**src/rtl/ccba_pkg.sv**
```systemverilog
package ccba_pkg;
  // ----------------------------------------
  // register offsets (byte addresses)
  // ----------------------------------------
  localparam logic [3:0] CCBA_OFS_PSW = 4'h0;
  localparam logic [3:0] CCBA_OFS_GPR = 4'h4;
  localparam logic [3:0] CCBA_OFS_STAT = 4'h8;

  // ----------------------------------------
  // status word layout
  // ----------------------------------------
  localparam int CCBA_RP_LSB = 11;
  localparam int CCBA_RP_W = 5;
  localparam int CCBA_H_BIT = 7;
  localparam int CCBA_I_BIT = 6;
  localparam int CCBA_IL_LSB = 4;
  localparam int CCBA_N_BIT = 3;
  localparam int CCBA_Z_BIT = 2;
  localparam int CCBA_V_BIT = 1;
  localparam int CCBA_C_BIT = 0;
  localparam logic [15:0] CCBA_PSW_MASK = 16'hF8FF;
  localparam logic [15:0] CCBA_PSW_RESET = 16'h0030;
  localparam logic [1:0] CCBA_IL_BLOCK = 2'h3;

  // ----------------------------------------
  // register bank address layout
  // ----------------------------------------
  localparam logic [6:0] CCBA_GPR_HIGH_ZERO = 7'h00;
  localparam logic CCBA_GPR_AREA_BIT = 1'b1;
  localparam logic [4:0] CCBA_BANKS_USABLE = 5'h10;

  // ----------------------------------------
  // flag write-enable vector positions
  // ----------------------------------------
  localparam int CCBA_WE_C = 0;
  localparam int CCBA_WE_V = 1;
  localparam int CCBA_WE_Z = 2;
  localparam int CCBA_WE_N = 3;
  localparam int CCBA_WE_H = 4;

  typedef enum logic [2:0] {
    CCBA_OP_ADD,
    CCBA_OP_ADDC,
    CCBA_OP_SUB,
    CCBA_OP_SUBC,
    CCBA_OP_SHL,
    CCBA_OP_SHR,
    CCBA_OP_MOVE
  } ccba_op_t;
endpackage : ccba_pkg

```
**src/rtl/ccba_core.sv**
```systemverilog
// Function
// - register address is 0, then 1 at bit 8, bank pointer, low opcode bits.
// - eight 8-bit registers per bank, sixteen banks usable, bank chosen by pointer.
// - half-carry set on carry or borrow between bit 3 and bit 4.
// - interrupt enable flag gates interrupts; reset clears it.
// - request accepted only if its level is strictly above the held level.
// - level field 00 highest, 11 lowest; 11 blocks every request.
// - negative flag follows result bit 7.
// - zero flag set for all-zero result, cleared otherwise.
// - overflow flag follows two's complement overflow.
// - carry flag set on carry out of or borrow into bit 7.
// - shifts load carry with the bit shifted out.
// - status word holds bank pointer in upper byte, flags in lower byte.
// - reset sets level field to 11 and clears interrupt enable.
// - 8-bit operations use only low bytes of accumulator and temporary.
//
// Implementation choices: the placing of the registers and the Wishbone slave port.
`timescale 1ns/1ps
module ccba_core
  import ccba_pkg::*;
(
  // clock and reset
  input wire logic clk_i,
  input wire logic rst_i,
  // wishbone slave
  input wire logic wb_cyc_i,
  input wire logic wb_stb_i,
  input wire logic wb_we_i,
  input wire logic [3:0] wb_adr_i,
  input wire logic [3:0] wb_sel_i,
  input wire logic [31:0] wb_dat_i,
  output logic [31:0] wb_dat_o,
  output logic wb_ack_o,
  // alu operation
  input wire logic op_valid_i,
  input wire ccba_op_t op_kind_i,
  input wire logic [15:0] acc_i,
  input wire logic [15:0] tmp_i,
  input wire logic [4:0] flag_we_i,
  input wire logic [7:0] opcode_i,
  // interrupt request
  input wire logic irq_req_i,
  input wire logic [1:0] irq_level_i,
  // results
  output logic [7:0] result_o,
  output logic [15:0] psw_o,
  output logic [15:0] gpr_addr_o,
  output logic bank_ok_o,
  output logic irq_accept_o
);
  // ----------------------------------------
  // flag computation
  // ----------------------------------------
  typedef struct packed {
    logic [7:0] res;
    logic h;
    logic n;
    logic z;
    logic v;
    logic c;
  } ccba_alu_t;

  function automatic ccba_alu_t ccba_alu(input ccba_op_t k, input logic [7:0] a, input logic [7:0] b,
                                         input logic cin);
    ccba_alu_t o;
    logic [8:0] full;
    logic [4:0] half;
    logic sub;
    logic ci;
    o = '0;
    sub = (k == CCBA_OP_SUB) || (k == CCBA_OP_SUBC);
    ci = ((k == CCBA_OP_ADDC) || (k == CCBA_OP_SUBC)) ? cin : 1'b0;
    full = 9'h000;
    half = 5'h00;
    case (k)
      CCBA_OP_ADD, CCBA_OP_ADDC: begin
        full = {1'b0, a} + {1'b0, b} + {8'h00, ci};
        half = {1'b0, a[3:0]} + {1'b0, b[3:0]} + {4'h0, ci};
      end
      CCBA_OP_SUB, CCBA_OP_SUBC: begin
        full = {1'b0, a} - {1'b0, b} - {8'h00, ci};
        half = {1'b0, a[3:0]} - {1'b0, b[3:0]} - {4'h0, ci};
      end
      CCBA_OP_SHL: begin
        full = {a, cin};
      end
      CCBA_OP_SHR: begin
        full = {a[0], cin, a[7:1]};
      end
      default: begin
        full = {1'b0, a};
      end
    endcase
    o.res = full[7:0];
    o.c = full[8];
    o.h = half[4];
    o.n = full[7];
    o.z = (full[7:0] == 8'h00);
    if (sub) begin
      o.v = (a[7] != b[7]) && (full[7] != a[7]);
    end else if ((k == CCBA_OP_ADD) || (k == CCBA_OP_ADDC)) begin
      o.v = (a[7] == b[7]) && (full[7] != a[7]);
    end else begin
      o.v = 1'b0;
    end
    return o;
  endfunction : ccba_alu

  // ----------------------------------------
  // status word and datapath state
  // ----------------------------------------
  logic [15:0] psw_reg;
  logic [15:0] psw_next;
  logic [7:0] res_reg;
  logic [7:0] res_next;
  logic irq_reg;
  logic irq_next;
  ccba_alu_t alu;
  logic bus_wr;

  assign bus_wr = wb_cyc_i && wb_stb_i && wb_we_i && !wb_ack_o && (wb_adr_i == CCBA_OFS_PSW);

  always_comb begin
    alu = ccba_alu(op_kind_i, acc_i[7:0], tmp_i[7:0], psw_reg[CCBA_C_BIT]);
    psw_next = psw_reg;
    res_next = res_reg;
    if (bus_wr) begin
      if (wb_sel_i[0]) begin
        psw_next[7:0] = wb_dat_i[7:0];
      end
      if (wb_sel_i[1]) begin
        psw_next[15:8] = wb_dat_i[15:8] & CCBA_PSW_MASK[15:8];
      end
    end
    // a flag update from the alu lands after the bus write so it is not lost
    if (op_valid_i) begin
      res_next = alu.res;
      if (flag_we_i[CCBA_WE_H]) begin
        psw_next[CCBA_H_BIT] = alu.h;
      end
      if (flag_we_i[CCBA_WE_N]) begin
        psw_next[CCBA_N_BIT] = alu.n;
      end
      if (flag_we_i[CCBA_WE_Z]) begin
        psw_next[CCBA_Z_BIT] = alu.z;
      end
      if (flag_we_i[CCBA_WE_V]) begin
        psw_next[CCBA_V_BIT] = alu.v;
      end
      if (flag_we_i[CCBA_WE_C]) begin
        psw_next[CCBA_C_BIT] = alu.c;
      end
    end
  end

  always_ff @(posedge clk_i) begin
    if (rst_i) begin
      psw_reg <= CCBA_PSW_RESET;
      res_reg <= 8'h00;
    end else begin
      psw_reg <= psw_next;
      res_reg <= res_next;
    end
  end

  // ----------------------------------------
  // interrupt acceptance
  // ----------------------------------------
  logic [1:0] il_cur;
  assign il_cur = psw_reg[CCBA_IL_LSB +: 2];

  always_comb begin
    irq_next = irq_req_i && psw_reg[CCBA_I_BIT]
               && (il_cur != CCBA_IL_BLOCK)
               && (irq_level_i < il_cur);
  end

  always_ff @(posedge clk_i) begin
    if (rst_i) begin
      irq_reg <= 1'b0;
    end else begin
      irq_reg <= irq_next;
    end
  end

  // ----------------------------------------
  // register bank address
  // ----------------------------------------
  ccba_gpr_addr u_gpr (
    .clk_i(clk_i),
    .rst_i(rst_i),
    .bank_ptr_i(psw_reg[CCBA_RP_LSB +: CCBA_RP_W]),
    .opcode_i(opcode_i),
    .gpr_addr_o(gpr_addr_o),
    .bank_ok_o(bank_ok_o)
  );

  // ----------------------------------------
  // wishbone slave
  // ----------------------------------------
  logic ack_reg;
  logic ack_next;
  logic [31:0] rd_reg;
  logic [31:0] rd_next;

  always_comb begin
    ack_next = wb_cyc_i && wb_stb_i && !ack_reg;
    rd_next = rd_reg;
    if (ack_next && !wb_we_i) begin
      case (wb_adr_i)
        CCBA_OFS_PSW: rd_next = {16'h0000, psw_reg};
        CCBA_OFS_GPR: rd_next = {15'h0000, bank_ok_o, gpr_addr_o};
        CCBA_OFS_STAT: rd_next = {23'h00_0000, irq_reg, res_reg};
        default: rd_next = 32'h0000_0000;
      endcase
    end
  end

  always_ff @(posedge clk_i) begin
    if (rst_i) begin
      ack_reg <= 1'b0;
      rd_reg <= 32'h0000_0000;
    end else begin
      ack_reg <= ack_next;
      rd_reg <= rd_next;
    end
  end

  assign wb_ack_o = ack_reg;
  assign wb_dat_o = rd_reg;
  assign result_o = res_reg;
  assign psw_o = psw_reg;
  assign irq_accept_o = irq_reg;

  // ----------------------------------------
  // checks
  // ----------------------------------------
  AST_RESET_IL: assert property (@(posedge clk_i) disable iff (rst_i) $past(rst_i) |->
    psw_o[CCBA_IL_LSB +: 2] == 2'b11 && !psw_o[CCBA_I_BIT])
    else $error("reset did not set level field and clear enable");
  AST_IRQ_GATE: assert property (@(posedge clk_i) disable iff (rst_i)
    irq_accept_o |-> $past(psw_reg[CCBA_I_BIT]) && $past(irq_req_i))
    else $error("interrupt accepted while disabled");
  AST_IRQ_LEVEL: assert property (@(posedge clk_i) disable iff (rst_i)
    irq_accept_o |-> $past(irq_level_i) < $past(il_cur))
    else $error("interrupt accepted at too low a level");
  AST_IL_BLOCK: assert property (@(posedge clk_i) disable iff (rst_i)
    (il_cur == 2'b11) |=> !irq_accept_o)
    else $error("level 11 did not block");
  AST_IRQ_TAKE: assert property (@(posedge clk_i) disable iff (rst_i)
    (irq_req_i && psw_reg[CCBA_I_BIT] && il_cur == 2'b10 && irq_level_i == 2'b00) |=> irq_accept_o)
    else $error("valid request not accepted");
  AST_ZERO: assert property (@(posedge clk_i) disable iff (rst_i)
    (op_valid_i && flag_we_i[CCBA_WE_Z]) |=> psw_o[CCBA_Z_BIT] == (result_o == 8'h00))
    else $error("zero flag wrong");
  AST_NEG: assert property (@(posedge clk_i) disable iff (rst_i)
    (op_valid_i && flag_we_i[CCBA_WE_N]) |=> psw_o[CCBA_N_BIT] == result_o[7])
    else $error("negative flag wrong");
  AST_SHL_C: assert property (@(posedge clk_i) disable iff (rst_i)
    (op_valid_i && op_kind_i == CCBA_OP_SHL && flag_we_i[CCBA_WE_C]) |=> psw_o[CCBA_C_BIT] == $past(acc_i[7]))
    else $error("shift carry wrong");
  AST_ADD_C: assert property (@(posedge clk_i) disable iff (rst_i)
    (op_valid_i && op_kind_i == CCBA_OP_ADD && flag_we_i[CCBA_WE_C]) |=>
    psw_o[CCBA_C_BIT] == ({1'b0, $past(acc_i[7:0])} + {1'b0, $past(tmp_i[7:0])} > 9'h0FF))
    else $error("add carry wrong");
  AST_FLAG_HOLD: assert property (@(posedge clk_i) disable iff (rst_i)
    (!bus_wr && !(op_valid_i && flag_we_i[CCBA_WE_V])) |=> $stable(psw_o[CCBA_V_BIT]))
    else $error("overflow flag changed without update");
  AST_ACK_PULSE: assert property (@(posedge clk_i) disable iff (rst_i)
    wb_ack_o |=> !wb_ack_o)
    else $error("ack held longer than one cycle");
endmodule : ccba_core

```
**src/rtl/ccba_gpr_addr.sv**
```systemverilog
`timescale 1ns/1ps
module ccba_gpr_addr
  import ccba_pkg::*;
(
  // clock and reset
  input wire logic clk_i,
  input wire logic rst_i,
  // operand source
  input wire logic [4:0] bank_ptr_i,
  input wire logic [7:0] opcode_i,
  // generated address
  output logic [15:0] gpr_addr_o,
  output logic bank_ok_o
);
  logic [15:0] addr_reg;
  logic [15:0] addr_next;
  logic ok_reg;
  logic ok_next;

  always_comb begin
    addr_next = {CCBA_GPR_HIGH_ZERO, CCBA_GPR_AREA_BIT, bank_ptr_i, opcode_i[2:0]};
    ok_next = (bank_ptr_i < CCBA_BANKS_USABLE);
  end

  always_ff @(posedge clk_i) begin
    if (rst_i) begin
      addr_reg <= 16'h0100;
      ok_reg <= 1'b1;
    end else begin
      addr_reg <= addr_next;
      ok_reg <= ok_next;
    end
  end

  assign gpr_addr_o = addr_reg;
  assign bank_ok_o = ok_reg;

  AST_GPR_MAP: assert property (@(posedge clk_i) disable iff (rst_i)
    gpr_addr_o == {7'h00, 1'b1, $past(bank_ptr_i), $past(opcode_i[2:0])})
    else $error("register bank address mismatch");
endmodule : ccba_gpr_addr

```
**config.mk**
```make
export PLATFORM = sky130hd
export DESIGN_NAME = ccba_core
export DESIGN_NICKNAME = d
export VERILOG_FILES = /design/src/rtl/ccba_pkg.sv /design/src/rtl/ccba_core.sv /design/src/rtl/ccba_gpr_addr.sv
export SDC_FILE = /design/constraint.sdc
export NUM_CORES = 1
export LEC_CHECK = 0
export ABC_CLOCK_PERIOD_IN_PS = 6730
export BUFFER_PORTS_ARGS = -buffer_cell sky130_fd_sc_hd__buf_2
export CAP_MARGIN = 20
export CORE_ASPECT_RATIO = 0.6
export CORE_MARGIN = 4
export CORE_UTILIZATION = 50
export CTS_BUF_LIST = sky130_fd_sc_hd__clkbuf_4 sky130_fd_sc_hd__clkbuf_8
export DETAILED_ROUTE_END_ITERATION = 8
export GPL_TIMING_DRIVEN = 0
export PLACE_DENSITY = 0.82
export RECOVER_POWER = 25
export SYNTH_ARGS = -nofsm -noshare
export SYNTH_HDL_FRONTEND = slang
export SYNTH_HIERARCHICAL = 1
export SYNTH_SLANG_ARGS = --single-unit
```
**constraint.sdc**
```tcl
create_clock -name clk_i -period 6.73 [get_ports clk_i]
set_input_delay 0 -clock clk_i [delete_from_list [all_inputs] [get_ports clk_i]]
set_output_delay 0 -clock clk_i [all_outputs]
set_load 0.1 [all_outputs]
```
==> summary.txt, run 1 <==
FINISH
-------------------------------------------------------------------------------------
Filler cells                                                                      594
# nets final                                                                      689
Utilization of the core after routing                                           65.4%
Diode insertion count for antenna repair                                            0
Storage element area                                                          981 um2
Most frequent cells in the layout                                        sky130_fd_sc_hd__buf_2 (88), sky130_fd_sc_hd__nor2_1 (50), sky130_fd_sc_hd__dfxtp_1 (49), sky130_fd_sc_hd__a21oi_1 (40)
Ratio of cells with drive above 1 in the final layout                           25.0%
Synthesis-to-finish area growth                                                 26.1%
Most frequent standard cell in the layout excluding fill and tap cells   sky130_fd_sc_hd__buf_2
Final Cell Area                                                           0.00438 mm2
Combined area of the multi-input logic cells                              0.00219 mm2

TIMING
-------------------------------------------------------------------------------------
Minimum setup slack in the final design                                       3.30 ns
Final worst hold slack                                                    -0.00387 ns
Setup repair after global routing missed its margin                             false
Max-slew violation count                                                            0
Hold violation total from the final report                                          1
Clock skew after layout                                                     0.0141 ns
Achievable frequency                                                        0.292 GHz
Post-route minimum period                                                     3.43 ns
Worst Tran Pin Value                                                          1.21 ns
Final-report setup violation count                                                  0
Setup TNS Final                                                                  0 ns
Slew margin rel.                                                                19.7%
Share of the cycle needed by the critical path after routing                    50.9%

POWER
-------------------------------------------------------------------------------------
Switching power share of the total                                              39.7%
Net switching power                                                          0.333 mW
Design internal power                                                        0.507 mW
Worst vdd rail ir drop                                                         149 uV
Combinational power share                                                       37.6%
Power density over cell area                                               192 mW/mm2
Portion of total power attributed to sequential cells                           36.2%
P_leak                                                                        2.08 nW
Relative contribution of the clock network to total power                       26.3%

MIN PATH
-------------------------------------------------------------------------------------
Start point of the worst hold path                                       irq_level_i[0]
Tightest Hold Check Type                                                       in2reg

CLOCKING
-------------------------------------------------------------------------------------
Clock tree from TritonCTS                                                       built
Number of buffers inserted during clock tree synthesis                              5
Level count of the clock H-tree                                                     2
CTS Root Cell                                                            sky130_fd_sc_hd__clkbuf_8
Clock network latency to the later pin of the worst-skew pair                 0.30 ns
Sink Count                                                                         49
Resize count post-CTS                                                               0
Clock Path Buffers                                                                  2
Clock-pin slew of the registers on the worst-case setup and hold paths        0.10 ns

DIE
-------------------------------------------------------------------------------------
Die Y-Extent                                                                  72.6 um
Initial core utilization                                                        51.8%
Core area                                                                 0.00671 mm2
Count of standard-cell rows                                                        23
Horizontal extent of the die                                                   116 um
Area enclosed by the die boundary                                         0.00839 mm2
Number of I/O pins                                                                172

SYNTHESIS
-------------------------------------------------------------------------------------
FFs w/ async S/R, synth                                                            0%
Cells taking the most area after synthesis                               sky130_fd_sc_hd__dfxtp_1 (28%), sky130_fd_sc_hd__ha_1 (7.9%), sky130_fd_sc_hd__buf_4 (5.8%)
Post-synth top flop                                                      sky130_fd_sc_hd__dfxtp_1
Synthesized area divided by synthesized cell count                           8.18 um2
Post-synth EDFFs                                                                    0
YS warnings                                                                         6
Post-Syn Area                                                             0.00348 mm2
Cell variety after synth                                                           57
Cell type contributing the most total cell area after synthesis          sky130_fd_sc_hd__dfxtp_1
Instance count of the mapped netlist                                              425
Sequential element share of the synthesized area                                28.2%
Share of the synthesized area in the top cell type                              28.2%
Synthesis-stage register bit count                                                 49

DETAILED ROUTING
-------------------------------------------------------------------------------------
Average routed wire per standard cell                                         17.1 um
Drt drc                                                                             0
Number of iterations in the first detailed-routing pass                             4
Wire length after detailed routing                                           11200 um
Final antenna-violating net count                                                   0
Number of vias per cell                                                          5.58
Total number of vias                                                             3647
Starting DRT DRC Count                                                            417

GLOBAL ROUTE
-------------------------------------------------------------------------------------
Global-route total usage across every layer                                     26.2%
Pin count of the biggest net entering global routing                               16
Wire length of the first global-routing pass                                 17400 um
Number of global-route vias before repair                                        3445
Overflow after GRT                                                                  0
Initial antenna violation count                                                     0

CRITICAL PATH
-------------------------------------------------------------------------------------
Type of the worst setup path                                                   in2reg
Beginning of the critical path                                           op_kind_i[2]
Type of destination of the critical path                                         flop
Reg-to-reg critical path startpoint                                          psw_o[0]
Worst-path fanout max                                                              10
Worst Setup Start Kind                                                     input port
Critical Path RT                                                              6.93 ns
Arrival @ worst endpoint                                                      3.62 ns

FLOW RUN
-------------------------------------------------------------------------------------
Number of maximum-capacitance violations                                            0

PLACEMENT
-------------------------------------------------------------------------------------
Post-placement worst setup slack                                              3.09 ns
Final HPWL DP                                                                 8900 um
Input/output buffers                                                              100
Placement Cell Area                                                       0.00417 mm2
Final Wtd Congestion                                                            0.967

RUN STATUS
-------------------------------------------------------------------------------------
Violated checks                                                          negative hold slack
Status                                                                   complete, but fails checks

-- worst max-delay path, stage by stage --
cell and delay, ns:
sky130_fd_sc_hd__buf_2 0.12, sky130_fd_sc_hd__clkbuf_1 0.47, sky130_fd_sc_hd__clkbuf_1 0.51, sky130_fd_sc_hd__or2_2 0.24, sky130_fd_sc_hd__inv_1 0.05, sky130_fd_sc_hd__fa_1 0.51, sky130_fd_sc_hd__inv_1 0.07, sky130_fd_sc_hd__ha_1 0.17
sky130_fd_sc_hd__o21ai_0 0.40, sky130_fd_sc_hd__a211oi_1 0.20, sky130_fd_sc_hd__o21a_1 0.25, sky130_fd_sc_hd__o21ai_2 0.23, sky130_fd_sc_hd__a31oi_1 0.16, sky130_fd_sc_hd__a31o_1 0.24
-- through the flow --
| stage | cells | total power, mW |
|---|---|---|
| global route | 654 | 0.871 |
| global placement | 635 | 0.607 |
| CTS | 654 | 0.832 |
| floorplan | 448 | 0.549 |
| detailed placement | 635 | 0.613 |
| finish | 654 | 0.839 |
-- power groups by stage --
stage / sequential, mW / clock [mW] / combinational [mW]
final: 0.303 / 0.220 / 0.316
after global routing: 0.304 / 0.231 / 0.336
after CTS: 0.303 / 0.220 / 0.309
after detailed placement: 0.310 / 0 / 0.303
after global placement: 0.310 / 0 / 0.298
after floorplan: 0.361 / 0 / 0.188
-- metal layers --
layer | wire [um] | track usage [%] | part of all wire [%] | up-vias
li1 | - | - | - | 1726
met1 | 5080 | 38.3 | 45 | 1722
met2 | 4860 | 40.7 | 43 | 187
met3 | 1170 | 6.30 | 10 | 12
met4 | 93 | 3.22 | 0.83 | 0
met5 | 0 | 0 | 0 | -
-- area by class of cell --
type	count	area share (%)
inverter	30	2.57
timing repair buffer	111	13.5
buffer	45	6.42
clock inverter	2	0.856
multi-input combinational	324	49.9
tap	87	2.48
sequential	49	22.4
clock buffer	6	1.88
-- cells by family (layout without fill, tap and decap cells) --
| group | Yosys count | after routing | synth area share [%] |
|---|---|---|---|
| flip-flops | 49 | 49 | 28.2 |
| AND/OR/NAND/NOR | 132 | 132 | 19.5 |
| adder cells (fa/ha/maj) | 26 | 26 | 10.2 |
| AO/OA/AOI/OAI | 109 | 109 | 21.4 |
| XOR/XNOR | 10 | 10 | 2.52 |
| buffers and inverters | 75 | 194 | 11.3 |
| other | 3 | 26 | 0.324 |
| multiplexers | 21 | 21 | 6.48 |
-- cells in the mapped netlist (all sizes together), types with 3 or more instances --
cell type,number
conb,3
o31ai,3
nand2b,5
nand3b,3
nand2,30
fa,4
a31oi,4
nor4,3
ha,22
a22oi,14
nand3,5
nand4,7
buf,33
nor2,50
dfxtp,49
or2,5
xnor2,7
o211ai,12
a21oi,40
xor2,3
a211oi,8
clkbuf,12
mux2i,18
nor2b,11
nor3b,4
nor4b,3
o21ai,8
inv,30
-- worst paths after layout --
kind,to,slack [ns],cells after the start
worst max-delay path,psw_o[2],3.30,14
worst min register to register,u_gpr/bank_ok_o,0.46,1
worst min-delay path,irq_accept_o,-0.004,4
worst max register to register,psw_o[0],3.44,10
-- state kept, by name, indices dropped and copies added (netlist names) --
name	flops
irq_accept_o	1
psw_o	13
result_o	8
u_gpr/bank_ok_o	1
u_gpr/gpr_addr_o	8
wb_ack_o	1
wb_dat_o	17
-- repair_timing --
action	4_1_cts	5_1_grt
hold buffers	11	0
hold endpoints to repair	11	0
endpoints found under the setup margin	0	0
setup buffers	0	0
Note: power is estimated with default switching activity, not from simulation.
==> run 2, diff against run 1 <==
Settings changed: ABC_CLOCK_PERIOD_IN_PS 6730 to 2800, CORE_UTILIZATION 50 to 43, PLACE_DENSITY 0.82 to 0.75.
Clock period 6.73 ns to 2.8 ns, I/O delays scaled along.
==> run 2 against run 1 <==
Effect of this change: the flow finishes with violations (negative setup slack); cell count increased by 4.1%; combinational power increased by 150%; total power grew to 2.5 times the previous value; count of clock-buffer cells in the layout fell by 1; first-iteration DRC count down 35%; critical path type is now reg2reg.
==> summary.txt, run 2 (synthesis gave the netlist of run 1 again) <==
RUN STATUS
-------------------------------------------------------------------------------------
Status                                                                   complete, but fails checks
Violated checks                                                          negative setup slack

DETAILED ROUTING
-------------------------------------------------------------------------------------
Average routed wire per standard cell                                         17.2 um   +0.43%
Number of iterations in the first detailed-routing pass                             5   +1
Starting DRT DRC Count                                                            269   -35%
Number of vias per cell                                                          5.42   -2.8%
Wire length after detailed routing                                           11700 um   +4.6%
Total number of vias                                                             3690   +1.2%
Drt drc                                                                             0   unchanged
Final antenna-violating net count                                                   0   unchanged

POWER
-------------------------------------------------------------------------------------
Worst vdd rail ir drop                                                         262 uV   +76%
Power density over cell area                                               464 mW/mm2   +140%
P_leak                                                                        2.14 nW   +2.6%

CRITICAL PATH
-------------------------------------------------------------------------------------
Arrival @ worst endpoint                                                      3.03 ns   -0.59 ns
Type of the worst setup path                                                  reg2reg
Kind of cell adding the most delay to the critical path                  compound AO/OA/AOI/OAI gates
Logic depth of the worst path, buffers included                                    10   -4
Worst Path Buf+Inv                                                                  0   -5
Worst Setup Start Kind                                                           flop
Slowest cell delay on critical path                                           0.39 ns   -0.12 ns
CP Cell Sequence                                                         nand2_4, or2_4, fa_2, ha_1, nor3b_1, a211oi_2, o21a_1, o21ai_2, a31oi_2, a31o_1
Worst reg-to-reg path cell count                                                   10   unchanged
Type of destination of the critical path                                         flop
Worst-path fanout max                                                               5   -5
Critical Path RT                                                              3.01 ns   -3.92 ns
Slowest stage cell on the critical path                                  sky130_fd_sc_hd__dfxtp_4

TIMING
-------------------------------------------------------------------------------------
Worst Tran Pin Value                                                          1.20 ns   -0.00447 ns
Minimum setup slack in the final design                                    -0.0177 ns   -3.32 ns
Setup TNS Final                                                            -0.0177 ns   -0.0177 ns
Final worst hold slack                                                      0.0183 ns   +0.0221 ns
Max-slew violation count                                                            0   unchanged
Final-report setup violation count                                                  1   +1
Slew margin rel.                                                                20.0%   +0.30 points
Post-route minimum period                                                     2.82 ns
Clock skew after layout                                                    0.00656 ns   -0.00759 ns
Share of the cycle needed by the critical path after routing                     101%
Setup repair after global routing missed its margin                              true
Achievable frequency                                                        0.355 GHz
Hold violation total from the final report                                          0   -1

DIE
-------------------------------------------------------------------------------------
Die Y-Extent                                                                  77.6 um   +7.0%
Area enclosed by the die boundary                                         0.00963 mm2   +15%
Horizontal extent of the die                                                   124 um   +7.3%
Initial core utilization                                                        44.1%   -7.7 points
Core area                                                                 0.00788 mm2   +18%
Count of standard-cell rows                                                        25   +8.7%
Number of I/O pins                                                                172   unchanged

GLOBAL ROUTE
-------------------------------------------------------------------------------------
Pin count of the biggest net entering global routing                               16   unchanged
Wire length of the first global-routing pass                                 17600 um   +0.99%
Number of global-route vias before repair                                        3312   -3.9%
Initial antenna violation count                                                     0   unchanged
Global-route total usage across every layer                                     23.5%   -2.7 points
Overflow after GRT                                                                  0   unchanged

PLACEMENT
-------------------------------------------------------------------------------------
Post-placement worst setup slack                                            -0.866 ns   -3.95 ns
Final HPWL DP                                                                 9150 um   +2.9%
Placement Cell Area                                                       0.00421 mm2   +0.96%
Final Wtd Congestion                                                            0.891   -7.9%
Input/output buffers                                                              100   unchanged

CLOCKING
-------------------------------------------------------------------------------------
CTS Root Cell                                                            sky130_fd_sc_hd__clkbuf_8
Clock network latency to the later pin of the worst-skew pair                 0.31 ns   about the same
Clock tree from TritonCTS                                                       built
Sink Count                                                                         49   unchanged
Clock Path Buffers                                                                  2   unchanged
Level count of the clock H-tree                                                     2   unchanged
Clock-pin slew of the registers on the worst-case setup and hold paths        0.09 ns   about the same
Number of buffers inserted during clock tree synthesis                              5   unchanged

FLOW RUN
-------------------------------------------------------------------------------------
Number of maximum-capacitance violations                                            0   unchanged

FINISH
-------------------------------------------------------------------------------------
Filler cells                                                                      751   +26%
Ratio of cells with drive above 1 in the final layout                           26.9%   +1.8 points
Most frequent cells in the layout                                        sky130_fd_sc_hd__buf_2 (88), sky130_fd_sc_hd__nor2_1 (50), sky130_fd_sc_hd__dfxtp_1 (48), sky130_fd_sc_hd__a21oi_1 (40), sky130_fd_sc_hd__inv_1 (30)
Most frequent standard cell in the layout excluding fill and tap cells   sky130_fd_sc_hd__buf_2
Flip-flop count of the largest register after layout                               17   unchanged
Diode insertion count for antenna repair                                            0   unchanged
Synthesis-to-finish area growth                                                 30.8%
Final Cell Area                                                           0.00455 mm2   +3.7%
# nets final                                                                      695   +0.87%

MIN PATH
-------------------------------------------------------------------------------------
Tightest Hold Check Type                                                       in2reg
Number of cells on the worst hold path                                              4   unchanged

run 2: worst register-to-register path: cells and delay by family, from the launching register on:
family	cells	cell delay, ns
AO/OA/AOI/OAI	5	1.04
AND/OR/NAND/NOR	3	0.68
adder cells (fa/ha/maj)	2	0.59
flip-flops	1	0.39
run 2: layout make-up:
| cell class | instances | area [um2] | share of cell area (%) |
|---|---|---|---|
| multi-input cells | 324 | 2240 | 49.3 |
| flip-flops and latches | 49 | 985 | 21.7 |
| repair buffers | 118 | 659 | 14.5 |
| plain buffers | 44 | 279 | 6.14 |
| well taps | 108 | 135 | 2.97 |
| inverters | 30 | 113 | 2.48 |
| clock buffers | 5 | 68.8 | 1.51 |
| clock inverters | 3 | 65.1 | 1.43 |
run 2: worst paths after layout:
path / from / end / slack (ns)
setup reg to reg: psw_o[0] / psw_o[2] / -0.02
setup / recovery: psw_o[0] / psw_o[2] / -0.02
hold / removal: wb_dat_i[5] / psw_o[5] / 0.02
hold reg to reg: wb_dat_o[16] / wb_dat_o[16] / 0.46
run 2: per-stage QoR:
step	cells	utilization, %	power (mW)
final	681	57.7	2.11
after floorplan	448	-	1.32
after CTS	681	57.7	2.10
after detailed placement	656	53.4	1.48
after global routing	681	57.7	2.19
after global placement	656	53.4	1.46
run 2: power by group:
group          internal (mW)  leakage [nW]  switching [mW]
Sequential             0.714         0.399          0.0158
Combinational          0.226          1.67           0.554
Clock                  0.355        0.0681           0.246
Total                   1.29          2.14           0.816
run 2: timing repair:
action / in CTS / in global routing
setup endpoints to repair: 9 / 5
endpoints found under the hold margin: 15 / 0
gates resized for setup: 8 / 4
setup buffers: 1 / 0
pin swaps: 2 / 2
cloned: 0 / 0
hold buffers: 17 / 0
run 2: layer usage:
layer / track usage (%) / vias to the layer above / share of wire [%]
met2: 33.0 / 180 / 41
met5: 0 / - / 0
li1: - / 1741 / -
met4: 3.61 / 0 / 1.1
met1: 36.1 / 1752 / 47
met3: 6.26 / 17 / 10
